--- src/hdl/option_word_pkg.sv ---
// Package: option word layout, register map, start-up timing constants and carrier types
package option_word_pkg;

   // Option word geometry and location in the test/configuration space
   localparam int OPTION_WIDTH = 14;
   localparam logic [13:0] OPTION_RESET = 14'h3fff;  // Erased part: every bit unprogrammed
   localparam logic [13:0] OPTION_WORD_INDEX = 14'h2007;
   localparam logic [13:0] TEST_SPACE_LOW_INDEX = 14'h2000;
   localparam logic [13:0] TEST_SPACE_HIGH_INDEX = 14'h3fff;

   // Field positions inside the option word
   localparam int OSC_SELECT_LOW_BIT = 0;
   localparam int OSC_SELECT_HIGH_BIT = 1;
   localparam int WATCHDOG_ENABLE_BIT = 2;
   localparam int POWER_UP_DELAY_ENABLE_BIT = 3;
   localparam int CODE_PROTECT_LOW_BIT = 4;
   localparam int CODE_PROTECT_HIGH_BIT = 5;

   // Register indices; byte address is four times the index
   localparam logic [13:0] CONTROL_INDEX = 14'h0000;
   localparam logic [13:0] STATUS_INDEX = 14'h0001;
   localparam int CTRL_SLEEP_BIT = 0;
   localparam int CTRL_WATCHDOG_CLEAR_BIT = 1;

   // Clock and start-up timing
   localparam int CLK_KHZ = 125000;
   localparam int POWER_UP_DELAY_MS = 72;
   localparam int POWER_UP_DELAY_CYCLES = POWER_UP_DELAY_MS * CLK_KHZ;
   localparam int OSC_STARTUP_CYCLES = 1024;
   localparam int WATCHDOG_TICKS = 2048;
   localparam int TIMER_WIDTH = 24;

   // Oscillator modes as coded in the select field
   typedef enum logic [1:0] {
      low_power_crystal_mode = 2'h0,
      crystal_resonator_mode = 2'h1,
      high_speed_crystal_mode = 2'h2,
      resistor_capacitor_mode = 2'h3
   } osc_mode_type;

   // Start-up sequence, Gray coded along the usual path
   typedef enum logic [1:0] {
      ST_POWER_UP = 2'h0,
      ST_OSC_START = 2'h1,
      ST_RUN = 2'h3,
      ST_SLEEP = 2'h2
   } startup_state_type;

   // Decoded options handed to the core
   typedef struct packed {
      osc_mode_type osc_mode;
      logic power_up_delay_enable;
      logic watchdog_enable;
      logic [1:0] code_protect;
   } options_type;

   // Wake and reset causes
   typedef struct packed {
      logic watchdog_reset;
      logic wake_by_watchdog;
      logic wake_by_interrupt;
      logic power_on;
   } cause_type;

endpackage

--- src/hdl/delay_counter.sv ---
// Tick counter that reports when a programmable limit is reached
`timescale 1ns/1ps
`default_nettype none

module delay_counter #(
   parameter int WIDTH = 24
) (
   input wire logic clk,
   input wire logic rst,
   input wire logic clear,
   input wire logic tick,
   input wire logic [WIDTH-1:0] limit,
   output logic done
);

   logic [WIDTH-1:0] count_q;
   logic [WIDTH-1:0] count_d;

   assign done = (count_q >= limit);

   // Count only while short of the limit, so the count never wraps
   always_comb begin
      count_d = count_q;
      if (clear) begin
         count_d = '0;
      end else if (tick && !done) begin
         count_d = count_q + 1'b1;
      end
   end

   always_ff @(posedge clk) begin
      if (rst) begin
         count_q <= '0;
      end else begin
         count_q <= count_d;
      end
   end

endmodule // delay_counter

`default_nettype wire

--- src/hdl/option_word_startup.sv ---
// Option word store, decode and start-up supervisor with an APB register port
`timescale 1ns/1ps
`default_nettype none

module option_word_startup #(
   parameter int POWER_UP_CYCLES = option_word_pkg::POWER_UP_DELAY_CYCLES
) (
   input wire logic clk,
   input wire logic rst,
   input wire logic psel,
   input wire logic penable,
   input wire logic pwrite,
   input wire logic [15:0] paddr,
   input wire logic [31:0] pwdata,
   output logic [31:0] prdata,
   output logic pready,
   output logic pslverr,
   input wire logic prog_mode_pin,
   input wire logic ext_reset_n_pin,
   input wire logic watchdog_osc_pin,
   input wire logic interrupt_wake,
   output logic core_reset,
   output logic sleeping,
   output option_word_pkg::options_type options
);
   import option_word_pkg::*;

   logic [13:0] option_q, option_d;
   logic [31:0] prdata_q, prdata_d;
   logic pslverr_q, pslverr_d;
   logic [2:0] sync1_q, sync1_d, sync2_q, sync2_d;
   logic wdt_last_q, wdt_last_d;
   startup_state_type state_q, state_d;
   cause_type cause_q, cause_d;
   logic prog_mode, ext_reset, wdt_tick;
   logic setup, access_wr;
   logic [13:0] index;
   logic in_test_space, is_option, is_control, is_status, mapped;
   logic power_up_delay_timer_done, ost_done, wdt_done;
   logic power_up_delay_timer_clear, ost_clear, wdt_clear, wdt_running;
   logic sleep_req, wdt_kick;
   logic [TIMER_WIDTH-1:0] power_up_delay_timer_limit, ost_limit, wdt_limit;

   // Pin synchronisers: the first stage feeds only the second
   always_comb begin
      sync1_d = {watchdog_osc_pin, ext_reset_n_pin, prog_mode_pin};
      sync2_d = sync1_q;
      wdt_last_d = sync2_q[2];
   end

   always_ff @(posedge clk) begin
      if (rst) begin
         sync1_q <= 3'h2;
         sync2_q <= 3'h2;
         wdt_last_q <= 1'b0;
      end else begin
         sync1_q <= sync1_d;
         sync2_q <= sync2_d;
         wdt_last_q <= wdt_last_d;
      end
   end

   assign prog_mode = sync2_q[0];
   assign ext_reset = !sync2_q[1];
   assign wdt_tick = sync2_q[2] && !wdt_last_q;

   // Decode; a zero in a bit means programmed
   assign options.osc_mode = osc_mode_type'({option_q[OSC_SELECT_HIGH_BIT],
                                             option_q[OSC_SELECT_LOW_BIT]});
   assign options.power_up_delay_enable = !option_q[POWER_UP_DELAY_ENABLE_BIT];
   assign options.watchdog_enable = option_q[WATCHDOG_ENABLE_BIT];
   assign options.code_protect = {option_q[CODE_PROTECT_HIGH_BIT],
                                  option_q[CODE_PROTECT_LOW_BIT]};

   // APB address decode on word indices
   assign index = paddr[15:2];
   assign setup = psel && !penable;
   assign access_wr = psel && penable && pwrite;
   assign in_test_space = (index >= TEST_SPACE_LOW_INDEX) && (index <= TEST_SPACE_HIGH_INDEX);
   assign is_option = (index == OPTION_WORD_INDEX) && prog_mode;
   assign is_control = (index == CONTROL_INDEX);
   assign is_status = (index == STATUS_INDEX);
   assign mapped = is_control || is_status || (in_test_space && prog_mode);

   // Control writes are pulses; watchdog clear and the sleep request both restart the watchdog count
   assign sleep_req = access_wr && is_control && pwdata[CTRL_SLEEP_BIT];
   assign wdt_kick = access_wr && is_control && pwdata[CTRL_WATCHDOG_CLEAR_BIT];

   // Read data and error are formed in setup so both come from flip-flops
   always_comb begin
      prdata_d = prdata_q;
      pslverr_d = pslverr_q;
      if (setup) begin
         pslverr_d = !mapped;
         prdata_d = 32'h0000_0000;
         if (is_option) begin
            prdata_d = {18'h00000, option_q};
         end else if (is_status) begin
            prdata_d = {24'h000000, cause_q, options.osc_mode, sleeping, core_reset};
         end
      end
   end

   always_ff @(posedge clk) begin
      if (rst) begin
         prdata_q <= 32'h0000_0000;
         pslverr_q <= 1'b0;
      end else begin
         prdata_q <= prdata_d;
         pslverr_q <= pslverr_d;
      end
   end

   assign prdata = prdata_q;
   assign pslverr = pslverr_q;
   assign pready = 1'b1;

   // Programming can only clear bits, as an EPROM cell only goes from erased to programmed
   always_comb begin
      option_d = option_q;
      if (access_wr && is_option) begin
         option_d = option_q & pwdata[13:0];
      end
   end

   always_ff @(posedge clk) begin
      if (rst) begin
         option_q <= OPTION_RESET;
      end else begin
         option_q <= option_d;
      end
   end

   // Start-up timers
   assign power_up_delay_timer_limit = TIMER_WIDTH'(POWER_UP_CYCLES);
   assign ost_limit = TIMER_WIDTH'(OSC_STARTUP_CYCLES);
   assign wdt_limit = TIMER_WIDTH'(WATCHDOG_TICKS);
   assign power_up_delay_timer_clear = (state_q != ST_POWER_UP);
   assign ost_clear = (state_q != ST_OSC_START) || ext_reset;
   assign wdt_running = options.watchdog_enable && ((state_q == ST_RUN) || (state_q == ST_SLEEP));
   assign wdt_clear = !wdt_running || wdt_kick || sleep_req || wdt_done;

   delay_counter #(.WIDTH(TIMER_WIDTH)) power_up_timer (
      .clk(clk),
      .rst(rst),
      .clear(power_up_delay_timer_clear),
      .tick(1'b1),
      .limit(power_up_delay_timer_limit),
      .done(power_up_delay_timer_done)
   );

   delay_counter #(.WIDTH(TIMER_WIDTH)) osc_start_timer (
      .clk(clk),
      .rst(rst),
      .clear(ost_clear),
      .tick(1'b1),
      .limit(ost_limit),
      .done(ost_done)
   );

   // Watchdog counts edges of its own oscillator, never the main clock
   delay_counter #(.WIDTH(TIMER_WIDTH)) watchdog_timer (
      .clk(clk),
      .rst(rst),
      .clear(wdt_clear),
      .tick(wdt_tick),
      .limit(wdt_limit),
      .done(wdt_done)
   );

   // Start-up and sleep sequencer; only rst (power-on) passes through the power-up delay
   always_comb begin
      state_d = state_q;
      cause_d = cause_q;
      unique case (state_q)
         ST_POWER_UP: begin
            if (power_up_delay_timer_done || !options.power_up_delay_enable) begin
               state_d = ST_OSC_START;
            end
         end
         ST_OSC_START: begin
            // RC needs no settling; crystal modes wait for the start-up count
            if (!ext_reset && (ost_done || options.osc_mode == resistor_capacitor_mode)) begin
               state_d = ST_RUN;
            end
         end
         ST_RUN: begin
            if (ext_reset) begin
               state_d = ST_OSC_START;
               cause_d = '0;
            end else if (wdt_running && wdt_done) begin
               state_d = ST_OSC_START;
               cause_d = '0;
               cause_d.watchdog_reset = 1'b1;
            end else if (sleep_req) begin
               state_d = ST_SLEEP;
            end
         end
         ST_SLEEP: begin
            if (ext_reset) begin
               state_d = ST_OSC_START;
               cause_d = '0;
            end else if (wdt_running && wdt_done) begin
               state_d = ST_OSC_START;
               cause_d.wake_by_watchdog = 1'b1;
            end else if (interrupt_wake) begin
               state_d = ST_OSC_START;
               cause_d.wake_by_interrupt = 1'b1;
            end
         end
      endcase
   end

   always_ff @(posedge clk) begin
      if (rst) begin
         state_q <= ST_POWER_UP;
         cause_q <= 4'h1;
      end else begin
         state_q <= state_d;
         cause_q <= cause_d;
      end
   end

   // Core is held in reset while in the power-up delay or oscillator start-up state
   assign core_reset = (state_q == ST_POWER_UP) || (state_q == ST_OSC_START);
   assign sleeping = (state_q == ST_SLEEP);

endmodule // option_word_startup

`default_nettype wire

--- config.mk ---
export PLATFORM = sky130hd
export DESIGN_NAME = option_word_startup
export DESIGN_NICKNAME = d
export VERILOG_FILES = /design/src/hdl/option_word_pkg.sv /design/src/hdl/delay_counter.sv /design/src/hdl/option_word_startup.sv
export SDC_FILE = /design/constraint.sdc
export NUM_CORES = 1
export LEC_CHECK = 0
export ABC_AREA = 1
export BUFFER_PORTS_ARGS = -buffer_cell sky130_fd_sc_hd__buf_4
export CORE_UTILIZATION = 30
export DETAILED_ROUTE_END_ITERATION = 10
export GPL_TIMING_DRIVEN = 0
export SLEW_MARGIN = 5
export SYNTH_ARGS = -nofsm -noshare
export SYNTH_HDL_FRONTEND = slang
export SYNTH_SLANG_ARGS = --single-unit
--- constraint.sdc ---
create_clock -name clk -period 3.3 [get_ports clk]
set_input_delay 0 -clock clk [delete_from_list [all_inputs] [get_ports clk]]
set_output_delay 0 -clock clk [all_outputs]
set_load 0.03 [all_outputs]
=== Yosys cells after proc, flatten, opt, wreduce, memory -nomap -nowiden ===
Cells that the tools add are included.

* Output and inout bits: 42
* Logic and storage cells: 101
* Input bits: 57
* Register bits: 132

* Bitwise logic cells: 1
* Reductions and logical operators: 43
* Equal/unequal tests: 16
* Mux-type cells: 19
* $lt $le $gt $ge: 5
* $add $sub $neg: 3

{| class="wikitable"
|+ Operators with widths
! kind !! number
|-
| 24-bit by 1-bit adder with 24-bit output, second input constant || 3
|-
| 24-bit by 11-bit >= comparator with 1-bit output, second input constant || 1
|-
| 24-bit by 12-bit >= comparator with 1-bit output, second input constant || 1
|-
| 24-bit >= comparator, second input constant || 1
|-
| 2-bit two-way mux || 9
|-
| 1-bit logical AND || 15
|-
| 14-bit bitwise AND || 1
|-
| 14-bit by 1-bit == test with 1-bit output, second input constant || 1
|-
| 14-bit == test, second input constant || 1
|-
| 14-bit >= comparator, second input constant || 1
|-
| 14-bit less-or-equal comparator, second input constant || 1
|-
| 14-bit logical NOT || 1
|-
| 14-bit two-way mux || 1
|-
| 1-bit logical OR || 10
|-
| 4-bit two-way mux || 2
|-
| 8-bit two-way mux || 1
|-
| 4-bit by 3-bit != test with 1-bit output, second input constant || 2
|-
| 2-bit one-hot mux with 4 select lines || 1
|-
| 4-bit one-hot mux with 2 select lines || 1
|-
| 4-bit AND reduction || 2
|-
| 1-bit logical NOT || 7
|-
| 2-bit == test, second input constant || 3
|-
| 2-bit != test, second input constant || 3
|-
| 3-bit by 2-bit != test with 1-bit output, second input constant || 2
|-
| 8 further kinds || 16
|}

=== Depth between registers and ports, before layout ===
Gate-level depths: netlist (run 1).

* Depth after elaboration: 8
* Depth in mapped cells: 12
* Mapped depth without buffers: 12

=== Modules after synthesis ===
From an unflattened synthesis (run 1), not the netlist that was laid out.

* Cell total of the unflattened synthesis: 1355
* Area, all modules: 9165.0 µm²

{| class="wikitable"
|+ Modules (own cells, without submodules)
! module !! area each (µm²) !! cells each !! sequential area each (µm²) !! instances
|-
| delay_counter || 2386.0 || 359 || 480.5 || 3
|-
| option_word_startup || 2006.9 || 278 || 840.8 || 1
|}

=== Worst setup path before layout (run 1) ===
No wires, ideal clock.

* Path type: register -> register
* Start: register state_q[1]
* End: register state_q[0]
* Period minus slack after synthesis: 1678 ps
* Stages on the path, launching flop included: 12
* Data arrival time: 1565 ps
* Setup slack: 1622 ps
* Path buffers: 0
* Data required time: 3187 ps
* Setup time: 113 ps
* Path through: dfxtp_1 -> inv_1 -> nor2_2 -> nand2_1 -> nor2_1 -> nand2_1 -> nand2_1 -> inv_1 -> nand3_1 -> nand2_1 -> nand2_1 -> nor2_1

* Word-level cells in the longest chain between the ends: 7
* Elaborated cells on any way between the ends: 17
* Classes of those cells: 7 x eq/ne; 5 x mux; 5 x reduce/logical

{| class="wikitable"
|+ Ends and longest elaborated chain
! what !! line !! RTL
|-
| start, declared || option_word_startup.sv:33 || <nowiki>startup_state_type state_q, state_d;</nowiki>
|-
| start signal, assigned || option_word_startup.sv:219 || <nowiki>state_q <= state_d;</nowiki>
|-
| 2-bit == test (*) || n/a ||
|-
| net sleeping || option_word_startup.sv:23 || <nowiki>output logic sleeping,</nowiki>
|-
| 1-bit logical OR || option_word_startup.sv:140 || <nowiki>assign wdt_running = options.watchdog_enable && ((state_q == ST_RUN) || (state_q == ST_SLEEP));</nowiki>
|-
| 1-bit logical AND || option_word_startup.sv:140 ||
|-
| 1-bit logical AND || option_word_startup.sv:191, option_word_startup.sv:203 ||
|-
| 2-bit two-way mux, on equally long branches || option_word_startup.sv:203, option_word_startup.sv:191 ||
|-
| 2-bit two-way mux, on equally long branches || option_word_startup.sv:200, option_word_startup.sv:188 ||
|-
| 2-bit one-hot mux with 4 select lines || option_word_startup.sv:175 || <nowiki>unique case (state_q)</nowiki>
|}

The timed path passes the listed nets; every way through them passes the cells marked *.
A chain may end at the register's enable or synchronous reset.

=== Final worst setup path (run 1) ===
* Start: register power_up_timer.count_q[0]
* End: register power_up_timer.count_q[16]

* Word-level cells in the longest chain between the ends: 1
* Elaborated cells on any way between the ends: 2
* Classes of those cells: 1 x add/sub; 1 x order compare

{| class="wikitable"
|+ Ends and longest elaborated chain
! what !! line !! RTL
|-
| start, declared || delay_counter.sv:16 || <nowiki>logic [WIDTH-1:0] count_q;</nowiki>
|-
| start signal, assigned || delay_counter.sv:35 || <nowiki>count_q <= count_d;</nowiki>
|-
| 24-bit by 1-bit adder with 24-bit output / 24-bit >= comparator (equally long branches) || delay_counter.sv:27, delay_counter.sv:19 ||
|}

Several ways; a longest one is shown, not always the timed one.

==> impl_metrics.csv, run 1 <==
group,metric,value,unit
floorplanning,die_h,134.8,um
placement,place_ws,1.406,ns
power_and_ir_drop,irDropWorstVdd,317.8,uV
synthesis,synth_warnings,0,
grt,grt_max_degree,17,
synthesis,synthSimpleGateAreaFrac,31.36,%
routing,wl_per_cell,10.80,um
power_and_ir_drop,p_clk_share,51.1,%
power_and_ir_drop,intPower,2592,uW
routing,num_vias,4727,
synthesis,yosysTopAreaCell,"dfxtp_1",
floorplanning,ios,99,
power_and_ir_drop,pwr-share-seq,41.1,%
synthesis,ys_seq_area_share,43.14,%
worst_setup_path,startpoint_type,"register",
timing,finalClockSkew,0.008981,ns
worst_setup_path,critPathBufInv,1,
worst_setup_path,worstPathCellList,"ha_1 -> inv_1 -> nor2_1 -> and2_1 -> a31oi_1 -> o21ai_1 -> a21oi_1",
synthesis,async_flop_share,0,%
floorplanning,initial_utilization,30.69,%
finish,fin_area,6898,um2
synthesis,synth_cells,734,
finish,drive_gt1_share,18.10,%
synthesis,synth_top_area_share,43.14,%
synthesis,yosysMostFrequentCell,"nand2_1",
synthesis,synthAdderAreaFrac,1.419,%
synthesis,synth-compound-area-share,10.17,%
routing,drtAntennaViolNets,0,
power_and_ir_drop,p_switching,884.2,uW
worst_setup_path,crit_path_end_kind,"register",
worst_setup_path,required,3.58,ns
finish,finalNonFillerCells,1098,
placement,gp_congestion,0.8486,
synthesis,syn_area,5290,um2
routing,drc_errors,0,
placement,placed_cells,1046,
finish,antenna_cells,0,
worst_setup_path,critical_path.top_delay_family,"simple AND/OR/NAND/NOR gates",
timing,hold_viol_final,0,
worst_setup_path,cpPeakStageDelay,0.47,ns
grt,grt_usage,13.99,%
synthesis,avgSynthCellArea,7.207,um2
finish,layout.nets,923,
synthesis,synth-edff-count,0,
routing,wl,11.85,mm
worst_setup_path,cp.arrival,2.24,ns
timing,fmax,508.4,MHz
clock_tree,clk_latency,0.41,ns
timing,setup_violations,0,
routing,viasPerCell,4.305,
run_status,status,"finished, final reports clean",
clock_tree,tritoncts,"yes",
power_and_ir_drop,p_leak,0.002852,uW
routing,dr.pass1.iters,6,
clock_tree,cts_setup_buffers,0,
synthesis,ys.flop_type,"dfxtp_1",
worst_setup_path,cp_slowest_cell,"dfxtp_1",
power_and_ir_drop,pwr_density_cell,504.0,nW/um2
synthesis,synthMuxAreaShare,0,%
clock_tree,clkTransAtPathRegs,0.06,ns
grt,grt_pass1_vias,4402,
synthesis,synth_xor_area_share,2.318,%
power_and_ir_drop,share_comb_of_total_power,7.8,%
timing,setup_ws,1.333,ns
power_and_ir_drop,swShare,25.43,%
synthesis,ys_types,40,
clock_tree,clk_path_buf_depth,2,
grt,grt_pass1_wl,20.40,mm
clock_tree,cts_made_buffers,17,
floorplanning,row_count,48,
worst_setup_path,worst-setup-path-type,"reg2reg",
grt,overflow,0,
synthesis,synth_top_family_by_area,"simple AND/OR/NAND/NOR gates",
grt,antenna_found_initial,0,
clock_tree,cts-root-buf,"clkbuf_16",
flow_run,maxCapViolations,0,
finish,area_growth,30.39,%
clock_tree,cts_sinks,114,
min_path,hp-class,"in2reg",
timing,grt_setup_unrepaired,"false",
worst_setup_path,cp_max_fo,7,
clock_tree,h-tree-depth,4,
timing,fin_crit,1.967,ns
placement,place_area,6116,um2
timing,holdWs,0.07754,ns
clock_tree,postCtsResizedCells,0,
placement,numPortBuffers,58,
synthesis,synth_area_leaders,"dfxtp_1, nand2_1, nor2_1, inv_1, a21oi_1",
floorplanning,core-area,17240,um2
floorplanning,die_width,134.8,um
clock_tree,hold_buffers,20,
floorplanning,die_area,18170,um2
timing,slew_viol_final,0,
timing,final.setup.tns,0,ns
placement,hpwlAfterDp,8.661,mm
routing,first_iter_violations,195,
synthesis,synthTopCellsByCount,"nand2_1, dfxtp_1, nor2_1",
synthesis,ys_ff_latch,114,
timing,period_share,59.61,%
==> stage by stage <==
step / util, % / power (uW)
after floorplan: - / 1624
after global placement: 35.48 / 1710
after detailed placement: 35.48 / 1711
after CTS: 40.02 / 3514
after global routing: 40.02 / 3616
final: 40.02 / 3476
==> layout by cell type, fill, tap and decap left out, drive strengths merged, types with 25 or more instances in the layout <==
cell,n
nand3,28
buf,94
dfxtp,114
a21oi,49
inv,90
conb,31
nor3,25
nand2,171
o21ai,44
nor2,116
==> routing by layer <==
layer / global-route usage [%] / routed length, um / up-vias
li1: - / - / 2548
met3: 4.542 / 652 / 4
met5: 0 / 0 / -
met4: 5.618 / 74 / 0
met1: 17.97 / 5881 / 2077
met2: 21.56 / 5245 / 98
==> final timing paths <==
check / end / cells past startpoint / startpoint / slack, ns
max: power_up_timer.count_q[16] / 7 / power_up_timer.count_q[0] / 1.33
min: watchdog_timer.count_q[5] / 5 / paddr[15] / 0.08
max reg2reg: power_up_timer.count_q[16] / 7 / power_up_timer.count_q[0] / 1.33
min reg2reg: sync2_q[2] / 2 / sync1_q[2] / 0.40
==> state kept, by name, summed over array words and instances, names as in the netlist <==
name	flops
osc_start_timer.count_q	24
option_q	14
state_q	2
sync2_q	3
sync1_q	3
cause_q	4
power_up_timer.count_q	24
prdata	14
wdt_last_q	1
watchdog_timer.count_q	24
pslverr	1
==> worst min-delay path: cells and delay by family <==
family,cells,cell delay (ns)
simple gates,3,0.25
compound gates,1,0.11
buf+inv,1,0.09
==> cells by family (layout without fill, tap and decap cells) <==
group	Yosys count	after routing
simple gates	371	371
flops	114	114
other cells	2	31
fa+ha+maj	6	6
compound gates	102	102
xor+xnor	14	14
buf+inv	125	235
==> cell type report <==
type / instances / area (um2)
clock inverters: 14 / 142.6
well taps: 225 / 281.5
repair buffers: 78 / 635.6
multi-input cells: 524 / 2511
plain buffers: 42 / 291.5
clock buffers: 18 / 439.2
fillers: 1808 / 10340
flip-flops and latches: 114 / 2282
inverters: 83 / 314.1
==> power groups by stage <==
stage	Combinational, uW	Sequential, uW	Clock, uW
after detailed placement	252	1460	0
final	270	1430	1780
after floorplan	158	1470	0
after global placement	251	1460	0
after global routing	304	1430	1880
after CTS	272	1430	1810
No activity file was read; power rests on OpenSTA's default activity.
==> run 2: changes to the inputs <==
clock period = 1.95 ns   (was 3.3 ns; I/O delays follow)
==> run 2 against run 1 <==
  * Non-clock buffer count did not move
  * Highest routed layer unchanged
  * Total power up 69%
  * Fmax rose by 11%
  * First-iteration DRC count fell by 18%
  * Hold slack worse by 0.0028 ns
  * Global-route usage did not move
  * Utilization barely moved
  * Cell area grew 0.11%
  * Sequential power grew 69%
  * Critical path type unchanged
==> impl_metrics.csv, run 2 (synthesized netlist as in run 1, its figures left out) <==
group,metric,value,unit
timing,finalClockSkew,0.009657,ns
finish,drive_gt1_share,18.21,%
floorplanning,initial_utilization,30.69,%
routing,wl_met3,602,um
worst_setup_path,worst-setup-path-type,"reg2reg",
finish,num-fill-cells,1804,
worst_setup_path,cp_max_fo,7,
grt,grt_usage,13.99,%
routing,dr.pass1.iters,4,
floorplanning,ios,99,
finish,reg_top3,"osc_start_timer.count_q x24, power_up_timer.count_q x24, watchdog_timer.count_q x24",
routing,first_iter_violations,159,
grt,grt_max_degree,17,
placement,placed_cells,1046,
placement,gp_congestion,0.8486,
clock_tree,tritoncts,"yes",
timing,fmax,566.5,MHz
clock_tree,clk_latency,0.41,ns
grt,grt_pass1_vias,4402,
clock_tree,cts_setup_buffers,0,
timing,grt_setup_unrepaired,"false",
floorplanning,die_area,18170,um2
finish,antenna_cells,0,
timing,period_share,90.53,%
routing,drtAntennaViolNets,0,
finish,area_growth,30.53,%
finish,multiInputGateArea,2519,um2
finish,layout.nets,923,
grt,grt_pass1_wl,20.40,mm
clock_tree,cts-root-buf,"clkbuf_16",
worst_setup_path,cp.arrival,2.04,ns
worst_setup_path,required,2.23,ns
power_and_ir_drop,p_leak,0.002852,uW
flow_run,maxCapViolations,0,
worst_setup_path,startpoint_type,"register",
grt,antenna_found_initial,0,
power_and_ir_drop,pwr_density_cell,852.8,nW/um2
clock_tree,h-tree-depth,4,
worst_setup_path,crit_path_end_kind,"register",
floorplanning,core-area,17240,um2
routing,wl_per_cell,10.83,um
placement,hpwlAfterDp,8.661,mm
routing,viasPerCell,4.309,
clock_tree,clkTransAtPathRegs,0.06,ns
finish,layout_common_cells,"nand2_1, dfxtp_1, nor2_1, buf_4, inv_1",
routing,num_vias,4731,
timing,setup_violations,0,
min_path,hp-class,"in2reg",
timing,fin_crit,1.765,ns
floorplanning,row_count,48,
routing,wl_met2,5.229,mm
power_and_ir_drop,irDropWorstVdd,539.0,uV
finish,area.sequential,2282,um2
clock_tree,cts_sinks,114,
clock_tree,cts_made_buffers,17,
clock_tree,clk_path_buf_depth,2,
placement,numPortBuffers,58,
routing,wl,11.89,mm
routing,wl_met1,5.920,mm
routing,drc_errors,0,
timing,final.setup.tns,0,ns
grt,overflow,0,
run_status,status,"finished, final reports clean",
routing,dr.max_layer_used,"met4",
finish,finalNonFillerCells,1098,
floorplanning,die_h,134.8,um
timing,slew_viol_final,0,
timing,hold_viol_final,0,
floorplanning,die_width,134.8,um
finish,final_common_cell,"nand2_1",
## run 2: cell types whose count changed in the layout (fill, tap and decap cells not counted)
cell | before | now
nor2_4 | 1 | 2
nor2_1 | 110 | 109
## run 2: metrics by stage
step           hold slack, ns  setup slack [ns]  total power (uW)  utilization [%]  instance area [um2]
6_report              0.07469            0.1847              5889            40.06                 6905
5_1_grt               0.09414           0.01162              6119            40.06                 6905
4_1_cts               0.06360           0.03552              5948            40.02                 6898
3_5_place_dp           0.2057           0.05583              2895            35.48                 6116
3_3_place_gp           0.2027           0.05848              2894            35.48                 6116
2_1_floorplan          0.1038            0.2724              2748                -                 5399
## run 2: worst max-delay path, stage by stage (launching register included)
cell	delay, ns
dfxtp_1	0.47
ha_1	0.28
inv_1	0.11
nor2_4	0.20
and2_1	0.25
a31oi_1	0.11
o21ai_1	0.14
a21oi_1	0.07
## run 2: power by group
part           total [uW]  internal [uW]  switching, uW
Clock                3010           1820           1190
Sequential           2420           2380           36.9
Combinational         458            180            278
Total                5890           4390           1500
## run 2: per-layer routing
metal | up-vias | track usage, %
li1 | 2542 | -
met4 | 0 | 5.618
met2 | 91 | 21.56
met3 | 8 | 4.542
met1 | 2090 | 17.97
met5 | - | 0
## run 2: area by class of cell
| type | count | area share, % |
|---|---|---|
| Tap cell | 225 | 4.077 |
| Sequential cell | 114 | 33.05 |
| Buffer | 42 | 4.222 |
| Clock buffer | 18 | 6.360 |
| Clock inverter | 14 | 2.066 |
| Inverter | 83 | 4.548 |
| Timing Repair Buffer | 78 | 9.205 |
| Multi-Input combinational cell | 524 | 36.47 |
## run 2: worst paths after layout
path                             startpoint                    endpoint  slack (ns)  depth (start not counted)
setup / recovery  power_up_timer.count_q[0]  power_up_timer.count_q[16]        0.18                          7
hold reg to reg                  sync1_q[2]                  sync2_q[2]        0.40                          2
setup reg to reg  power_up_timer.count_q[0]  power_up_timer.count_q[16]        0.18                          7
hold / removal                    paddr[15]   watchdog_timer.count_q[5]        0.07                          5
## run 2: repair_timing
action	in CTS	in global routing
gates resized for setup	0	2
hold buffers	20	0
hold endpoints to repair	21	0
endpoints found under the setup margin	0	2
